==> src/rtl/eri_pkg.sv <==
/*
  Shared constants for the external request intake link: command field layout,
  command encodings, address field positions and the outstanding request limit.
  Assumes both ends and the bench compile this package first.
*/
package eri_pkg;
  localparam int CMD_W = 12;
  localparam int AD_W = 64;
  localparam int RESP_W = 5;
  localparam int RNUM_W = 3;
  localparam int NUM_RNUM = 8;
  localparam int MAX_OUTSTANDING = 8;
  localparam int CMD_EXT_BIT = 11;
  localparam int CMD_RNUM_HI = 10;
  localparam int CMD_RNUM_LO = 8;
  localparam int CMD_OP_HI = 7;
  localparam int CMD_OP_LO = 5;
  localparam int CMD_ECC_BIT = 0;
  localparam int AD_TGT_HI = 63;
  localparam int AD_TGT_LO = 60;
  localparam int AD_ADDR_HI = 39;
  localparam int AD_ADDR_LO = 0;
  localparam int RESP_RNUM_HI = 4;
  localparam int RESP_RNUM_LO = 2;
  localparam int RESP_KIND_HI = 1;
  localparam int RESP_KIND_LO = 0;
  localparam logic [2:0] OP_INTERVENE = 3'h0;
  localparam logic [2:0] OP_ALLOCATE = 3'h1;
  localparam logic [2:0] OP_INVALIDATE = 3'h2;
  localparam logic [1:0] RESP_ACK = 2'h0;
  localparam logic [1:0] RESP_ERR = 2'h1;
  localparam logic [1:0] RESP_NACK = 2'h2;
endpackage

==> src/rtl/eri_link_if.sv <==
/*
  Interface joining the processor end and the external agent end.
  Assumes a single core_clk domain; all strobes are active low.
*/
`timescale 1ns/100ps
interface eri_link_if;
  logic bus_grant_n;
  logic bus_release_n;
  logic bus_valid_n;
  logic [eri_pkg::CMD_W-1:0] command_bus;
  logic [eri_pkg::AD_W-1:0] addr_data_bus;
  logic resp_valid_n;
  logic [eri_pkg::RESP_W-1:0] completion_response_bus;
  modport device (
    input bus_grant_n,
    output bus_release_n,
    input bus_valid_n,
    input command_bus,
    input addr_data_bus,
    input resp_valid_n,
    input completion_response_bus
  );
  modport agent (
    output bus_grant_n,
    input bus_release_n,
    output bus_valid_n,
    output command_bus,
    output addr_data_bus,
    output resp_valid_n,
    output completion_response_bus
  );
endinterface

==> src/rtl/eri_device.sv <==
/*
  Processor end of the external request intake: gives up mastership on grant
  negation, captures external request address cycles, tracks request numbers.
  Assumes the agent end on the same core_clk, joined through eri_link_if.
*/
`timescale 1ns/100ps
// Contract
// - Agent requests only in slave state.
// - Grant negated, release asserted, then slave.
// - Already slave: agent requests immediately; eri_agent still waits in ERIA_WAIT for a release pulse.
// - At most eight external requests outstanding.
// - Device accepts requests back to back.
// - Intervene and invalidate are coherency requests.
// - Device services intervention for shared/exclusive copy.
// - Intervention is one valid address cycle.
// - Bit 11 low, request number bits 10:8.
// - Command encoding on bits 7:5.
// - ECC check indication on bit 0.
// - Target indication on bits 63:60.
// - Physical block address on bits 39:0.
// - Agent normally picks a free request number.
// - At most eight interventions outstanding.
// - Completion carries request number on 4:2.
// - ERR/NACK completion only frees number.
module eri_device (
  input wire logic core_clk,
  input wire logic reset_n,
  eri_link_if.device link,
  input wire logic master_want,
  output logic slave_state,
  output logic req_valid,
  output logic req_coherency,
  output logic req_intervene,
  output logic [2:0] req_op,
  output logic [eri_pkg::RNUM_W-1:0] req_rnum,
  output logic req_ecc_check,
  output logic [3:0] req_target,
  output logic [eri_pkg::AD_ADDR_HI:0] req_addr,
  output logic [eri_pkg::NUM_RNUM-1:0] rnum_busy,
  output logic protocol_error
);
  // ----------------------------------------------------------------
  // Mastership
  // ----------------------------------------------------------------
  typedef enum logic [1:0] {ERI_MASTER, ERI_RELEASE, ERI_SLAVE} eri_mst_t;
  eri_mst_t mst_q, mst_d;
  wire grant_neg = link.bus_grant_n;
  wire grant_back = !link.bus_grant_n && master_want;
  always_comb begin
    mst_d = mst_q;
    unique case (mst_q)
      ERI_MASTER: if (grant_neg) mst_d = ERI_RELEASE;
      ERI_RELEASE: mst_d = ERI_SLAVE;
      ERI_SLAVE: if (grant_back) mst_d = ERI_MASTER;
      // The unused code falls back to master, the state the bus starts in.
      default: mst_d = ERI_MASTER;
    endcase
  end
  logic rel_n_q;
  logic rel_n_d;
  // The release pulse is one cycle wide, since the state passes through release once.
  assign rel_n_d = !(mst_d == ERI_RELEASE);
  always_ff @(posedge core_clk) begin
    if (!reset_n) begin
      mst_q <= ERI_MASTER;
    end else begin
      mst_q <= mst_d;
    end
  end
  always_ff @(posedge core_clk) begin
    if (!reset_n) begin
      rel_n_q <= 1'b1;
    end else begin
      rel_n_q <= rel_n_d;
    end
  end
  assign link.bus_release_n = rel_n_q;
  // ----------------------------------------------------------------
  // Request capture
  // ----------------------------------------------------------------
  // Taken in every slave cycle with valid low and bit 11 low, so adjacent cycles both land.
  wire in_slave = (mst_q == ERI_SLAVE);
  wire [eri_pkg::CMD_W-1:0] cmd = link.command_bus;
  wire take = in_slave && !link.bus_valid_n && !cmd[eri_pkg::CMD_EXT_BIT];
  wire stray = !in_slave && !link.bus_valid_n;
  wire [2:0] op = cmd[eri_pkg::CMD_OP_HI:eri_pkg::CMD_OP_LO];
  wire [eri_pkg::RNUM_W-1:0] rnum = cmd[eri_pkg::CMD_RNUM_HI:eri_pkg::CMD_RNUM_LO];
  wire is_ivn = (op == eri_pkg::OP_INTERVENE);
  wire is_coh = is_ivn || (op == eri_pkg::OP_INVALIDATE);
  wire resp_take = !link.resp_valid_n;
  wire [eri_pkg::RNUM_W-1:0] resp_rnum =
    link.completion_response_bus[eri_pkg::RESP_RNUM_HI:eri_pkg::RESP_RNUM_LO];
  // ----------------------------------------------------------------
  // Request number tracking
  // ----------------------------------------------------------------
  // Any completion kind, including ERR or NACK, only frees the number; set wins.
  logic [eri_pkg::NUM_RNUM-1:0] busy_q;
  logic [eri_pkg::NUM_RNUM-1:0] busy_d;
  logic [eri_pkg::NUM_RNUM-1:0] set_hit;
  logic [eri_pkg::NUM_RNUM-1:0] clr_hit;
  genvar g;
  generate
    for (g = 0; g < eri_pkg::NUM_RNUM; g++) begin : g_rn
      assign set_hit[g] = take && (rnum == g);
      assign clr_hit[g] = resp_take && (resp_rnum == g);
      assign busy_d[g] = set_hit[g] || (busy_q[g] && !clr_hit[g]);
    end
  endgenerate
  // A number freed in the very cycle it is reused is not counted as a reuse.
  wire reuse = take && busy_q[rnum] && !clr_hit[rnum];
  always_ff @(posedge core_clk) begin
    if (!reset_n) begin
      busy_q <= '0;
    end else begin
      busy_q <= busy_d;
    end
  end
  // ----------------------------------------------------------------
  // Request strobes
  // ----------------------------------------------------------------
  wire coh_d = take && is_coh;
  wire ivn_d = take && is_ivn;
  always_ff @(posedge core_clk) begin
    if (!reset_n) begin
      req_valid <= 1'b0;
      req_coherency <= 1'b0;
      req_intervene <= 1'b0;
    end else begin
      req_valid <= take;
      req_coherency <= coh_d;
      req_intervene <= ivn_d;
    end
  end
  // ----------------------------------------------------------------
  // Captured fields
  // ----------------------------------------------------------------
  // Fields hold the last capture, so a consumer must qualify them with req_valid.
  wire ecc_bit = cmd[eri_pkg::CMD_ECC_BIT];
  wire [3:0] tgt_field = link.addr_data_bus[eri_pkg::AD_TGT_HI:eri_pkg::AD_TGT_LO];
  wire [eri_pkg::AD_ADDR_HI:0] addr_field =
    link.addr_data_bus[eri_pkg::AD_ADDR_HI:eri_pkg::AD_ADDR_LO];
  always_ff @(posedge core_clk) begin
    if (!reset_n) begin
      req_op <= 3'h0;
      req_rnum <= '0;
      req_ecc_check <= 1'b0;
      req_target <= 4'h0;
      req_addr <= '0;
    end else if (take) begin
      req_op <= op;
      req_rnum <= rnum;
      req_ecc_check <= ecc_bit;
      req_target <= tgt_field;
      req_addr <= addr_field;
    end
  end
  // ----------------------------------------------------------------
  // Status
  // ----------------------------------------------------------------
  wire slave_d = (mst_d == ERI_SLAVE);
  wire perr_d = stray || reuse;
  always_ff @(posedge core_clk) begin
    if (!reset_n) begin
      slave_state <= 1'b0;
      protocol_error <= 1'b0;
    end else begin
      slave_state <= slave_d;
      protocol_error <= perr_d;
    end
  end
  assign rnum_busy = busy_q;
endmodule

==> src/flat_wrapper.sv <==
// flat-port wrapper written by rule: the top's interface ports become plain ports
module eri_device_flat 
  (core_clk, reset_n, master_want, slave_state, req_valid, req_coherency, req_intervene, req_op, req_rnum, req_ecc_check, req_target, req_addr, rnum_busy, protocol_error, link_bus_grant_n, link_bus_release_n, link_bus_valid_n, link_command_bus, link_addr_data_bus, link_resp_valid_n, link_completion_response_bus);
  eri_link_if link_i ();
  input wire logic core_clk;
  input wire logic reset_n;
  input wire logic master_want;
  output logic slave_state;
  output logic req_valid;
  output logic req_coherency;
  output logic req_intervene;
  output logic [2:0] req_op;
  output logic [eri_pkg::RNUM_W-1:0] req_rnum;
  output logic req_ecc_check;
  output logic [3:0] req_target;
  output logic [eri_pkg::AD_ADDR_HI:0] req_addr;
  output logic [eri_pkg::NUM_RNUM-1:0] rnum_busy;
  output logic protocol_error;
  input wire logic [$bits(link_i.bus_grant_n)-1:0] link_bus_grant_n;
  output wire logic [$bits(link_i.bus_release_n)-1:0] link_bus_release_n;
  input wire logic [$bits(link_i.bus_valid_n)-1:0] link_bus_valid_n;
  input wire logic [$bits(link_i.command_bus)-1:0] link_command_bus;
  input wire logic [$bits(link_i.addr_data_bus)-1:0] link_addr_data_bus;
  input wire logic [$bits(link_i.resp_valid_n)-1:0] link_resp_valid_n;
  input wire logic [$bits(link_i.completion_response_bus)-1:0] link_completion_response_bus;
  assign link_i.bus_grant_n = link_bus_grant_n;
  assign link_bus_release_n = link_i.bus_release_n;
  assign link_i.bus_valid_n = link_bus_valid_n;
  assign link_i.command_bus = link_command_bus;
  assign link_i.addr_data_bus = link_addr_data_bus;
  assign link_i.resp_valid_n = link_resp_valid_n;
  assign link_i.completion_response_bus = link_completion_response_bus;
  eri_device u_core (.core_clk(core_clk), .reset_n(reset_n), .link(link_i), .master_want(master_want), .slave_state(slave_state), .req_valid(req_valid), .req_coherency(req_coherency), .req_intervene(req_intervene), .req_op(req_op), .req_rnum(req_rnum), .req_ecc_check(req_ecc_check), .req_target(req_target), .req_addr(req_addr), .rnum_busy(rnum_busy), .protocol_error(protocol_error));
endmodule
==> config.mk <==
export PLATFORM = sky130hd
export DESIGN_NAME = eri_device_flat
export DESIGN_NICKNAME = d
export VERILOG_FILES = /design/src/rtl/eri_pkg.sv /design/src/rtl/eri_link_if.sv /design/src/rtl/eri_device.sv /design/src/flat_wrapper.sv
export SDC_FILE = /design/constraint.sdc
export NUM_CORES = 1
export LEC_CHECK = 0
export ABC_CLOCK_PERIOD_IN_PS = 1300
export BUFFER_PORTS_ARGS = -buffer_cell sky130_fd_sc_hd__clkbuf_2
export CORE_AREA = 8 8 90 92
export DETAILED_ROUTE_END_ITERATION = 16
export DIE_AREA = 0 0 98 100
export PLACE_DENSITY_LB_ADDON = 0.12
export SLEW_MARGIN = 20
export SYNTH_ARGS = -nofsm -noshare
export SYNTH_HDL_FRONTEND = slang
export SYNTH_SLANG_ARGS = --single-unit
==> constraint.sdc <==
create_clock -name core_clk -period 1.3 [get_ports core_clk]
set_input_delay 0.065 -clock core_clk [delete_from_list [all_inputs] [get_ports core_clk]]
set_output_delay 0.065 -clock core_clk [all_outputs]
set_load 0.05 [all_outputs]
==> results of run 1 <==
-- report_power, final --
part | internal [mW] | switching [mW] | total (mW)
combinational | 0.236 | 0.287 | 0.523
sequential | 2.09 | 0.0171 | 2.10
clock | 1.04 | 0.767 | 1.80
total | 3.36 | 1.07 | 4.43
-- cell usage after synthesis, types with 2 or more instances --
master / n
sky130_fd_sc_hd__o32ai_1: 2
sky130_fd_sc_hd__inv_1: 6
sky130_fd_sc_hd__buf_2: 11
sky130_fd_sc_hd__clkbuf_1: 9
sky130_fd_sc_hd__or3_1: 3
sky130_fd_sc_hd__nand2b_1: 2
sky130_fd_sc_hd__mux4_2: 2
sky130_fd_sc_hd__nor4_1: 2
sky130_fd_sc_hd__nor2b_1: 2
sky130_fd_sc_hd__nand3_1: 5
sky130_fd_sc_hd__nand2_1: 112
sky130_fd_sc_hd__dfxtp_1: 67
sky130_fd_sc_hd__o21ai_0: 4
sky130_fd_sc_hd__nor2_1: 4
sky130_fd_sc_hd__a21oi_1: 57
sky130_fd_sc_hd__nand4_1: 2
-- worst max-delay path, delay by kind of cell (launching register included) --
family | cells | cell delay [ns]
simple gates | 3 | 0.63
flops | 1 | 0.34
buf+inv | 1 | 0.18
compound gates | 1 | 0.06
-- cells by family after synthesis --
kind of cell | count (synthesis)
DFF | 67
xor gates and xnor gates | 2
buffers and inverters | 28
AOI/OAI and AO/OA | 66
muxes | 2
and+or+nand+nor | 140
-- worst min-delay path by stage --
stage | cells past startpoint | slack, ns | endpoint | from
finish | 3 | 0.02 | u_core.rnum_busy[0]$_SDFF_PN0_ | link_completion_response_bus[3]
global route | 3 | 0.03 | u_core.rnum_busy[0]$_SDFF_PN0_ | link_completion_response_bus[3]
CTS | 3 | 0.008 | u_core.rnum_busy[0]$_SDFF_PN0_ | link_completion_response_bus[3]
detailed placement | 2 | 0.28 | u_core.req_intervene$_SDFF_PN0_ | link_command_bus[6]
global placement | 2 | 0.28 | u_core.req_intervene$_SDFF_PN0_ | link_command_bus[6]
floorplan | 1 | 0.14 | u_core.req_intervene$_SDFF_PN0_ | link_command_bus[7]
-- routing by layer --
| layer | up-vias | part of all wire [%] | track usage, % |
|---|---|---|---|
| met5 | - | 0 | 0 |
| met4 | 0 | 2.3 | 8.75 |
| met3 | 14 | 8.8 | 6.51 |
| met2 | 92 | 46 | 25.9 |
| met1 | 1164 | 43 | 18.5 |
| li1 | 1356 | - | - |
-- final cells by class --
type	instances	area share, %
clock buffer	12	4.16
clock inverter	4	1.20
inverter	6	0.567
multi-input combinational	210	26.2
sequential	67	33.8
tap	80	2.52
timing repair buffer	187	31.5
-- registers in the layout (all words and copies together), names as in the netlist, 2 cells and up --
register and count:
u_core.req_op 3, u_core.rnum_busy 8, u_core.mst_q 2, u_core.req_target 4, u_core.req_rnum 3, u_core.req_addr 40
-- what timing repair did --
item	in CTS	in global routing
buffers inserted	1	0
hold endpoints to repair	49	0
resized for setup	11	7
setup endpoints to repair	61	60
hold buffers	48	0
pin swaps	0	0
==> impl_metrics.sql, run 1 <==
INSERT INTO impl_metrics (metric_group, metric, value, unit) VALUES
('routing', 'drt-vias-per-instance', '4.64', ''),
('floorplanning', 'io_pins', '152', ''),
('synthesis', 'synth_top_area_share', '54.4', '%'),
('synthesis', 'synth_seq_area_share', '54.4', '%'),
('setup_path', 'start_kind', 'register', ''),
('final_layout', 'nNetsFinal', '568', ''),
('timing', 'setup_violators_final', '35', ''),
('timing', 'fin_crit', '1.32', 'ns'),
('timing', 'totalNegativeSetupSlack', '-0.346', 'ns'),
('setup_path', 'setup.reg_to_reg.worst_slack', '-0.02', 'ns'),
('floorplanning', 'die_w', '98', 'um'),
('final_layout', 'final_cell_mix', '125 x sky130_fd_sc_hd__clkbuf_2, 111 x sky130_fd_sc_hd__nand2_1, 65 x sky130_fd_sc_hd__dfxtp_1, 56 x sky130_fd_sc_hd__a21oi_1, 48 x sky130_fd_sc_hd__dlygate4sd3_1', ''),
('clocking', 'clock_tree_buf_depth', '2', ''),
('synthesis', 'ys_top_cells_by_area', 'sky130_fd_sc_hd__dfxtp_1 54%, sky130_fd_sc_hd__nand2_1 17%, sky130_fd_sc_hd__a21oi_1 12%', ''),
('timing', 'pins_over_slew_limit', '0', ''),
('global_route', 'grt_remaining_overflow', '0', ''),
('final_layout', 'final_cell_count_no_fill', '566', ''),
('setup_path', 'reg2regPathDepth', '5', ''),
('final_layout', 'multi_input_comb_area', '1040', 'sq um'),
('timing', 'slew-limit-headroom', '78.1', '%'),
('routing', 'detail_route.drc_violations', '0', ''),
('run_status', 'violated_checks', 'setup timing', ''),
('placed_design', 'place.gp.congestion', '0.811', ''),
('routing', 'ant_nets', '0', ''),
('synthesis', 'asyncSetResetFlopFracSynth', '0', '%'),
('clocking', 'cts_tree', 'yes', ''),
('clocking', 'number_of_clock_buffers_inserted_by_tritoncts', '9', ''),
('timing', 'final.period_utilization', '101', '%'),
('synthesis', 'post_synth_design_cell_area', '2470', 'sq um'),
('final_layout', 'postLayoutCoreUtil', '59.8', '%'),
('clocking', 'clockRootBuffer', 'sky130_fd_sc_hd__clkbuf_8', ''),
('final_layout', 'layout_commonest_cell', 'sky130_fd_sc_hd__clkbuf_2', ''),
('synthesis', 'avgSynthCellArea', '8.09', 'sq um'),
('clocking', 'h_tree_levels', '3', ''),
('clocking', 'cts_sink_count', '67', ''),
('synthesis', 'synthAdderAreaFrac', '0', '%'),
('global_route', 'grt_first_pass_wirelength', '13000', 'um'),
('setup_path', 'crit_end', 'u_core.req_op[2]$_SDFFE_PN0P_', ''),
('setup_path', 'endpoint_kind', 'register', ''),
('synthesis', 'synth_simple_gate_area_share', '24.0', '%'),
('run_status', 'run_status', 'complete, but fails checks', ''),
('floorplanning', 'die_area', '9800', 'sq um'),
('pwr', 'power_density', '1120', 'nW/um^2'),
('timing', 'slew_at_the_pin_closest_to_its_max_slew_limit', '0.327', 'ns'),
('pwr', 'peakVddDrop', '0.000645', 'V'),
('floorplanning', 'core-area', '6640', 'sq um'),
('global_route', 'grt_pass1_vias', '2637', ''),
('setup_path', 'timing_worst_setup_path_type', 'reg -> reg', ''),
('setup_path', 'r2r_path_start', 'u_core.mst_q[0]$_SDFF_PN0_', ''),
('setup_path', 'worstPathArrival', '1.54', 'ns'),
('placed_design', 'place.detailed.instances', '501', ''),
('synthesis', 'synth.net_count', '392', ''),
('setup_path', 'cp_data_required_time', '1.52', 'ns'),
('global_route', 'grtUsageTotal', '16.3', '%'),
('timing', 'fmaxAchievable', '0.759', 'GHz'),
('synthesis', 'synth_top_area_cell', 'sky130_fd_sc_hd__dfxtp_1', ''),
('clocking', 'path_clk_slew', '0.07', 'ns'),
('timing', 'clock_skew', '0.00330', 'ns'),
('final_layout', 'nFillCells', '614', ''),
('synthesis', 'synth_cell_type_count', '31', ''),
('routing', 'dr_total_vias', '2626', ''),
('final_layout', 'final_cell_area', '3970', 'sq um'),
('run', 'cap_viol_max_count', '0', ''),
('routing', 'routed_wl', '7960', 'um'),
('setup_path', 'startpoint', 'u_core.mst_q[0]$_SDFF_PN0_', ''),
('placed_design', 'post-dp-hpwl', '5500', 'um'),
('timing', 'final_critical_path_setup_slack', '-0.0182', 'ns'),
('timing', 'grt_setup_unrepaired', 'yes', ''),
('synthesis', 'yosysWarnings', '0', ''),
('timing', 'final-hold-violation-count', '0', ''),
('placed_design', 'placement.cell_area', '3200', 'sq um');
Power figures use the tool's default switching activity.
==> inputs of run 2 (changes only) <==
CORE_AREA = 4 4 86 88   (was 8 8 90 92)
DIE_AREA = 0 0 90 92   (was 0 0 98 100)
==> impl_metrics.sql, run 2 (synthesis results as in run 1) <==
INSERT INTO impl_metrics (metric_group, metric, value, unit) VALUES
('clocking', 'path_clk_slew', '0.07', 'ns'),
('routing', 'drt_first_pass_iters', '4', ''),
('final_layout', 'nNetsFinal', '574', ''),
('worst_hold_path', 'min-delay-path-class', 'in -> reg', ''),
('final_layout', 'largest_register_ff_count', '40', ''),
('routing', 'detail_route.drc_violations', '0', ''),
('setup_path', 'setup.reg_to_reg.worst_slack', '-0.03', 'ns'),
('run_status', 'run_status', 'complete, but fails checks', ''),
('setup_path', 'critical_path.cell_chain', 'nor4b_4, buf_4, buf_6, nand2_4, or3_1, a21oi_2', ''),
('setup_path', 'start_kind', 'register', ''),
('placed_design', 'place.gp.congestion', '0.765', ''),
('routing', 'ant_nets', '0', ''),
('pwr', 'peakVddDrop', '0.000541', 'V'),
('floorplanning', 'die_w', '90', 'um'),
('global_route', 'grt_pass1_vias', '2650', ''),
('setup_path', 'reg2regPathDepth', '6', ''),
('floorplanning', 'fp-row-count', '30', ''),
('clocking', 'cts_sink_count', '67', ''),
('run', 'cap_viol_max_count', '0', ''),
('floorplanning', 'core-area', '6640', 'sq um'),
('pwr', 'leakagePower', '1.75', 'nW'),
('placed_design', 'preCtsSetupSlack', '-0.150', 'ns'),
('final_layout', 'final_cell_count_no_fill', '570', ''),
('final_layout', 'synthToLayoutAreaGrowth', '63.4', '%'),
('routing', 'dr_total_vias', '2680', ''),
('final_layout', 'layout_commonest_cell', 'sky130_fd_sc_hd__clkbuf_2', ''),
('timing', 'setup_violators_final', '5', ''),
('pwr', 'power_density', '1020', 'nW/um^2'),
('setup_path', 'cp_data_required_time', '1.57', 'ns'),
('timing', 'pins_over_slew_limit', '0', ''),
('routing', 'detail_route.wl_per_cell', '13.1', 'um'),
('global_route', 'grt_remaining_overflow', '0', ''),
('global_route', 'grtUsageTotal', '18.3', '%'),
('floorplanning', 'height_of_the_die', '92', 'um'),
('clocking', 'h_tree_levels', '3', ''),
('worst_hold_path', 'holdPathStages', '3', ''),
('final_layout', 'insertedDiodeCount', '0', ''),
('timing', 'clock_skew', '0.00622', 'ns'),
('setup_path', 'r2r_path_start', 'u_core.mst_q[0]$_SDFF_PN0_', ''),
('global_route', 'grt_max_degree', '30', ''),
('clocking', 'cts_tree', 'yes', ''),
('setup_path', 'timing_worst_setup_path_type', 'reg -> reg', ''),
('clocking', 'number_of_clock_buffers_inserted_by_tritoncts', '9', ''),
('floorplanning', 'die_area', '8280', 'sq um'),
('setup_path', 'rr_endpoint', 'u_core.rnum_busy[4]$_SDFF_PN0_', ''),
('timing', 'fmaxAchievable', '0.750', 'GHz'),
('timing', 'final_critical_path_setup_slack', '-0.0329', 'ns'),
('setup_path', 'crit_fanout', '4', ''),
('worst_hold_path', 'hold_path.startpoint', 'link_completion_response_bus[3]', ''),
('placed_design', 'place.detailed.instances', '503', ''),
('final_layout', 'layout-drive-gt1-share', '35.9', '%'),
('final_layout', 'max_flop_register', 'u_core.req_addr', ''),
('clocking', 'clockRootBuffer', 'sky130_fd_sc_hd__clkbuf_8', ''),
('routing', 'violation_count_after_the_first_detailed_route_iteration', '75', ''),
('run_status', 'violated_checks', 'setup timing', ''),
('final_layout', 'final_cell_mix', '125 x sky130_fd_sc_hd__clkbuf_2, 111 x sky130_fd_sc_hd__nand2_1, 65 x sky130_fd_sc_hd__dfxtp_1, 52 x sky130_fd_sc_hd__a21oi_1, 48 x sky130_fd_sc_hd__dlygate4sd3_1', ''),
('final_layout', 'nFillCells', '623', ''),
('timing', 'slew_at_the_pin_closest_to_its_max_slew_limit', '0.320', 'ns'),
('placed_design', 'port_buffers', '125', ''),
('timing', 'slew-limit-headroom', '78.5', '%'),
('pwr', 'finalPower', '4.11', 'mW'),
('global_route', 'grt_first_pass_wirelength', '12500', 'um'),
('timing', 'final-hold-violation-count', '0', ''),
('global_route', 'grt_antenna_before_repair', '0', ''),
('routing', 'routed_wl', '7490', 'um'),
('routing', 'drt-vias-per-instance', '4.70', ''),
('timing', 'fin_crit', '1.33', 'ns'),
('timing', 'final.period_utilization', '103', '%'),
('setup_path', 'worstPathArrival', '1.60', 'ns'),
('worst_hold_path', 'timing.hold.worst_endpoint', 'u_core.rnum_busy[0]$_SDFF_PN0_', ''),
('placed_design', 'post-dp-hpwl', '5000', 'um'),
('setup_path', 'critical-path-max-stage-delay', '0.34', 'ns'),
('setup_path', 'endpoint_kind', 'register', ''),
('clocking', 'worst_skew_pair.late_latency', '0.32', 'ns'),
('floorplanning', 'io_pins', '152', ''),
('timing', 'worst_hold_slack_after_final_layout', '0.0413', 'ns'),
('setup_path', 'worst_path_max_delay_cell', 'sky130_fd_sc_hd__dfxtp_2', ''),
('final_layout', 'postLayoutCoreUtil', '60.7', '%'),
('floorplanning', 'effective_utilization_at_floorplan', '37.1', '%'),
('timing', 'grt_setup_unrepaired', 'yes', ''),
('clocking', 'clock_tree_buf_depth', '2', '');
==> run 2: cell types whose count changed in the layout (fill, tap and decap cells not counted), sizes merged <==
cell	previous run	this run
buf	14	19
bufinv	1	0
clkinv	2	3
clkinvlp	1	0
==> run 2: area by class of cell <==
type | instances | area (sq um) | area share (%)
clock buffer | 11 | 151 | 3.75
clock inverter | 3 | 15.0 | 0.372
inverter | 6 | 22.5 | 0.558
multi-input combinational | 210 | 1060 | 26.3
sequential | 67 | 1340 | 33.3
tap | 80 | 100 | 2.48
timing repair buffer | 193 | 1340 | 33.2
==> run 2: where the power goes <==
group	total (mW)	leakage, nW	switching [mW]	internal [mW]
clock	1.47	0.0908	0.709	0.765
combinational	0.536	1.12	0.289	0.247
sequential	2.10	0.542	0.0174	2.09
total	4.11	1.75	1.02	3.10
==> run 2: worst max-delay path by stage <==
stage,startpoint,endpoint,cells past startpoint
floorplan,u_core.mst_q[0]$_SDFF_PN0_,u_core.req_addr[27]$_SDFFE_PN0P_,6
global placement,u_core.mst_q[1]$_SDFF_PN0_,u_core.rnum_busy[0]$_SDFF_PN0_,5
detailed placement,u_core.mst_q[0]$_SDFF_PN0_,u_core.req_addr[29]$_SDFFE_PN0P_,5
CTS,u_core.mst_q[0]$_SDFF_PN0_,u_core.rnum_busy[0]$_SDFF_PN0_,5
global route,u_core.mst_q[0]$_SDFF_PN0_,u_core.rnum_busy[0]$_SDFF_PN0_,5
finish,u_core.mst_q[0]$_SDFF_PN0_,u_core.rnum_busy[4]$_SDFF_PN0_,6
==> run 2: per-stage QoR <==
stage | area [sq um] | TNS (ns)
after CTS | 3950 | -0.0974
final | 4030 | -0.105
after global placement | 3220 | -5.08
after detailed placement | 3220 | -6.50
after floorplan | 2480 | -0.481
after global routing | 4030 | -3.74
==> run 2: critical path: cells and delay by family (launching register included) <==
family          cells  cell delay, ns
simple gates        3            0.56
compound gates      1            0.11
flops               1            0.34
buf+inv             2            0.27
==> run 2: repair_timing <==
action	4_1_cts	5_1_grt
buffers inserted	4	0
gates cloned	0	1
endpoints found under the hold margin	49	0
hold buffers	48	0
resized for setup	15	14
setup endpoints to repair	57	58
==> run 2: routing by layer <==
layer | vias up | wire (um) | track usage (%)
li1 | 1366 | - | -
met1 | 1215 | 3400 | 22.5
met2 | 82 | 3480 | 29.6
met3 | 17 | 458 | 5.66
met4 | 0 | 147 | 8.29
met5 | - | 0 | 0
==> inputs of run 3 (changes only) <==
ABC_CLOCK_PERIOD_IN_PS = 1600   (was 1300)
CORE_AREA = 4 4 79 81   (was 4 4 86 88)
CTS_CLUSTER_DIAMETER = 120   (was unset)
DIE_AREA = 0 0 83 85   (was 0 0 90 92)
SLEW_MARGIN = 5   (was 20)
clock period = 1.6 ns   (was 1.3 ns; I/O delays follow)
==> impl_metrics.sql, run 3 (synthesis results as in run 1) <==
INSERT INTO impl_metrics (metric_group, metric, value, unit) VALUES
('routing', 'detail_route.drc_violations', '0', ''),
('setup_path', 'crit_fanout', '45', ''),
('floorplanning', 'die_area', '7060', 'sq um'),
('final_layout', 'synthToLayoutAreaGrowth', '55.5', '%'),
('placed_design', 'placement.cell_area', '3160', 'sq um'),
('routing', 'drt_first_pass_iters', '7', ''),
('clocking', 'h_tree_levels', '3', ''),
('timing', 'grt_setup_unrepaired', 'no', ''),
('global_route', 'grt_max_degree', '46', ''),
('clocking', 'cts_tree', 'yes', ''),
('final_layout', 'nFillCells', '454', ''),
('routing', 'drt-vias-per-instance', '4.77', ''),
('floorplanning', 'height_of_the_die', '85', 'um'),
('run', 'cap_viol_max_count', '0', ''),
('placed_design', 'place.gp.congestion', '0.815', ''),
('pwr', 'power_frac_seq', '48.9', '%'),
('run_status', 'run_status', 'finished clean', ''),
('final_layout', 'layout_commonest_cell', 'sky130_fd_sc_hd__clkbuf_2', ''),
('pwr', 'power.switching', '821', 'uW'),
('setup_path', 'endpoint_kind', 'register', ''),
('timing', 'final-hold-violation-count', '0', ''),
('clocking', 'cts_sink_count', '67', ''),
('final_layout', 'layout-drive-gt1-share', '31.6', '%'),
('clocking', 'clockRootBuffer', 'sky130_fd_sc_hd__clkbuf_8', ''),
('placed_design', 'post-dp-hpwl', '4600', 'um'),
('worst_hold_path', 'min-delay-path-class', 'in -> reg', ''),
('final_layout', 'largest_register_ff_count', '40', ''),
('clocking', 'worst_skew_pair.late_latency', '0.32', 'ns'),
('routing', 'routed_wl', '7100', 'um'),
('timing', 'fin_crit', '1.49', 'ns'),
('timing', 'final.period_utilization', '92.9', '%'),
('floorplanning', 'die_w', '83', 'um'),
('timing', 'slew_at_the_pin_closest_to_its_max_slew_limit', '0.348', 'ns'),
('pwr', 'share_comb_of_total_power', '11.6', '%'),
('pwr', 'power.switching_fraction', '23.5', '%'),
('pwr', 'intPower', '2.67', 'mW'),
('clocking', 'number_of_clock_buffers_inserted_by_tritoncts', '9', ''),
('timing', 'fmaxAchievable', '0.673', 'GHz'),
('clocking', 'cts.repair_timing.setup_buffer_count', '0', ''),
('setup_path', 'worstPathArrival', '1.69', 'ns'),
('global_route', 'grtUsageTotal', '20.3', '%'),
('global_route', 'grt_remaining_overflow', '0', ''),
('global_route', 'grt_first_pass_wirelength', '11800', 'um'),
('routing', 'dr_total_vias', '2621', ''),
('clocking', 'path_clk_slew', '0.07', 'ns'),
('routing', 'detail_route.wl_per_cell', '12.9', 'um'),
('pwr', 'power_density', '911', 'nW/um^2'),
('clocking', 'clock_tree_buf_depth', '2', ''),
('final_layout', 'multi_input_comb_area', '1010', 'sq um'),
('final_layout', 'final_cell_area', '3840', 'sq um'),
('setup_path', 'start_kind', 'register', ''),
('global_route', 'grt_antenna_before_repair', '0', ''),
('pwr', 'peakVddDrop', '0.000565', 'V'),
('final_layout', 'final_cell_mix', '125 x sky130_fd_sc_hd__clkbuf_2, 112 x sky130_fd_sc_hd__nand2_1, 67 x sky130_fd_sc_hd__dfxtp_1, 57 x sky130_fd_sc_hd__a21oi_1, 48 x sky130_fd_sc_hd__dlygate4sd3_1', ''),
('floorplanning', 'io_pins', '152', ''),
('final_layout', 'max_flop_register', 'u_core.req_addr', ''),
('floorplanning', 'core-area', '5470', 'sq um'),
('final_layout', 'insertedDiodeCount', '0', ''),
('global_route', 'grt_pass1_vias', '2503', ''),
('timing', 'slew-limit-headroom', '76.7', '%'),
('setup_path', 'cp_data_required_time', '1.80', 'ns'),
('timing', 'totalNegativeSetupSlack', '0', 'ns'),
('pwr', 'pwr-share-clk', '39.5', '%'),
('final_layout', 'nNetsFinal', '561', ''),
('routing', 'ant_nets', '0', ''),
('timing', 'pins_over_slew_limit', '0', ''),
('timing', 'worst_hold_slack_after_final_layout', '0.0407', 'ns'),
('setup_path', 'timing_worst_setup_path_type', 'reg -> reg', ''),
('routing', 'violation_count_after_the_first_detailed_route_iteration', '92', ''),
('timing', 'setup_violators_final', '0', ''),
('floorplanning', 'effective_utilization_at_floorplan', '45.1', '%'),
('setup_path', 'setup.reg_to_reg.worst_slack', '0.11', 'ns'),
('pwr', 'leakagePower', '1.66', 'nW'),
('timing', 'clock_skew', '0.00779', 'ns'),
('floorplanning', 'fp-row-count', '27', ''),
('placed_design', 'port_buffers', '125', ''),
('final_layout', 'ff_latch_area', '1340', 'sq um');
==> run 3: cell types whose count changed in the layout (fill, tap and decap cells not counted), sizes merged <==
cell    before  now
clkinv       3    1
clkbuf     137  138
bufinv       0    1
buf         19    7
==> run 3: critical path, stage by stage, from the launching register on <==
cell                       delay [ns]
sky130_fd_sc_hd__dfxtp_1         0.34
sky130_fd_sc_hd__nand2b_1        0.18
sky130_fd_sc_hd__or3_2           0.47
sky130_fd_sc_hd__buf_12          0.20
sky130_fd_sc_hd__nand2_1         0.09
sky130_fd_sc_hd__a21oi_1         0.07
==> run 3: path summary, 6_finish.rpt <==
path,from,endpoint,cells after the start
hold reg to reg,u_core.req_op[2]$_SDFFE_PN0P_,u_core.req_op[2]$_SDFFE_PN0P_,2
setup reg to reg,u_core.mst_q[0]$_SDFF_PN0_,u_core.req_addr[2]$_SDFFE_PN0P_,5
hold / removal,link_bus_grant_n,u_core.link.bus_release_n$_SDFF_PN1_,3
setup / recovery,u_core.mst_q[0]$_SDFF_PN0_,u_core.req_addr[2]$_SDFFE_PN0P_,5
==> run 3: power by group through the flow <==
stage / logic [mW] / registers (mW) / clock network (mW)
floorplan: 0.0987 / 1.82 / 0
global placement: 0.307 / 1.74 / 0
detailed placement: 0.309 / 1.75 / 0
CTS: 0.402 / 1.71 / 1.43
global route: 0.439 / 1.71 / 1.50
finish: 0.405 / 1.71 / 1.38
==> run 3: per-stage QoR <==
stage          utilization, %  std cells  worst slack (ns)  power [mW]
2_1_floorplan               -        305             0.285        1.92
3_3_place_gp             57.7        487             0.135        2.05
3_5_place_dp             57.7        487             0.115        2.05
4_1_cts                  70.0        550             0.109        3.54
5_1_grt                  70.1        550            0.0195        3.65
6_report                 70.1        550             0.114        3.49
==> run 3: cell type report <==
type | instances | area share (%)
Sequential cell | 67 | 35.0
Clock inverter | 2 | 0.913
Clock buffer | 13 | 4.14
Inverter | 6 | 0.587
Multi-Input combinational cell | 210 | 26.4
Tap cell | 72 | 2.35
Timing Repair Buffer | 180 | 30.6
==> run 3: per-layer routing <==
layer | up-vias | part of all wire, % | track usage (%)
li1 | 1338 | - | -
met1 | 1183 | 44 | 25.3
met2 | 90 | 49 | 34.3
met3 | 10 | 5.5 | 4.85
met4 | 0 | 1.3 | 7.58
met5 | - | 0 | 0
==> run 3: timing repair <==
item                                   4_1_cts  5_1_grt
resized for setup                            0        1
endpoints found under the hold margin       49        0
setup endpoints to repair                    0        6
hold buffers                                48        0
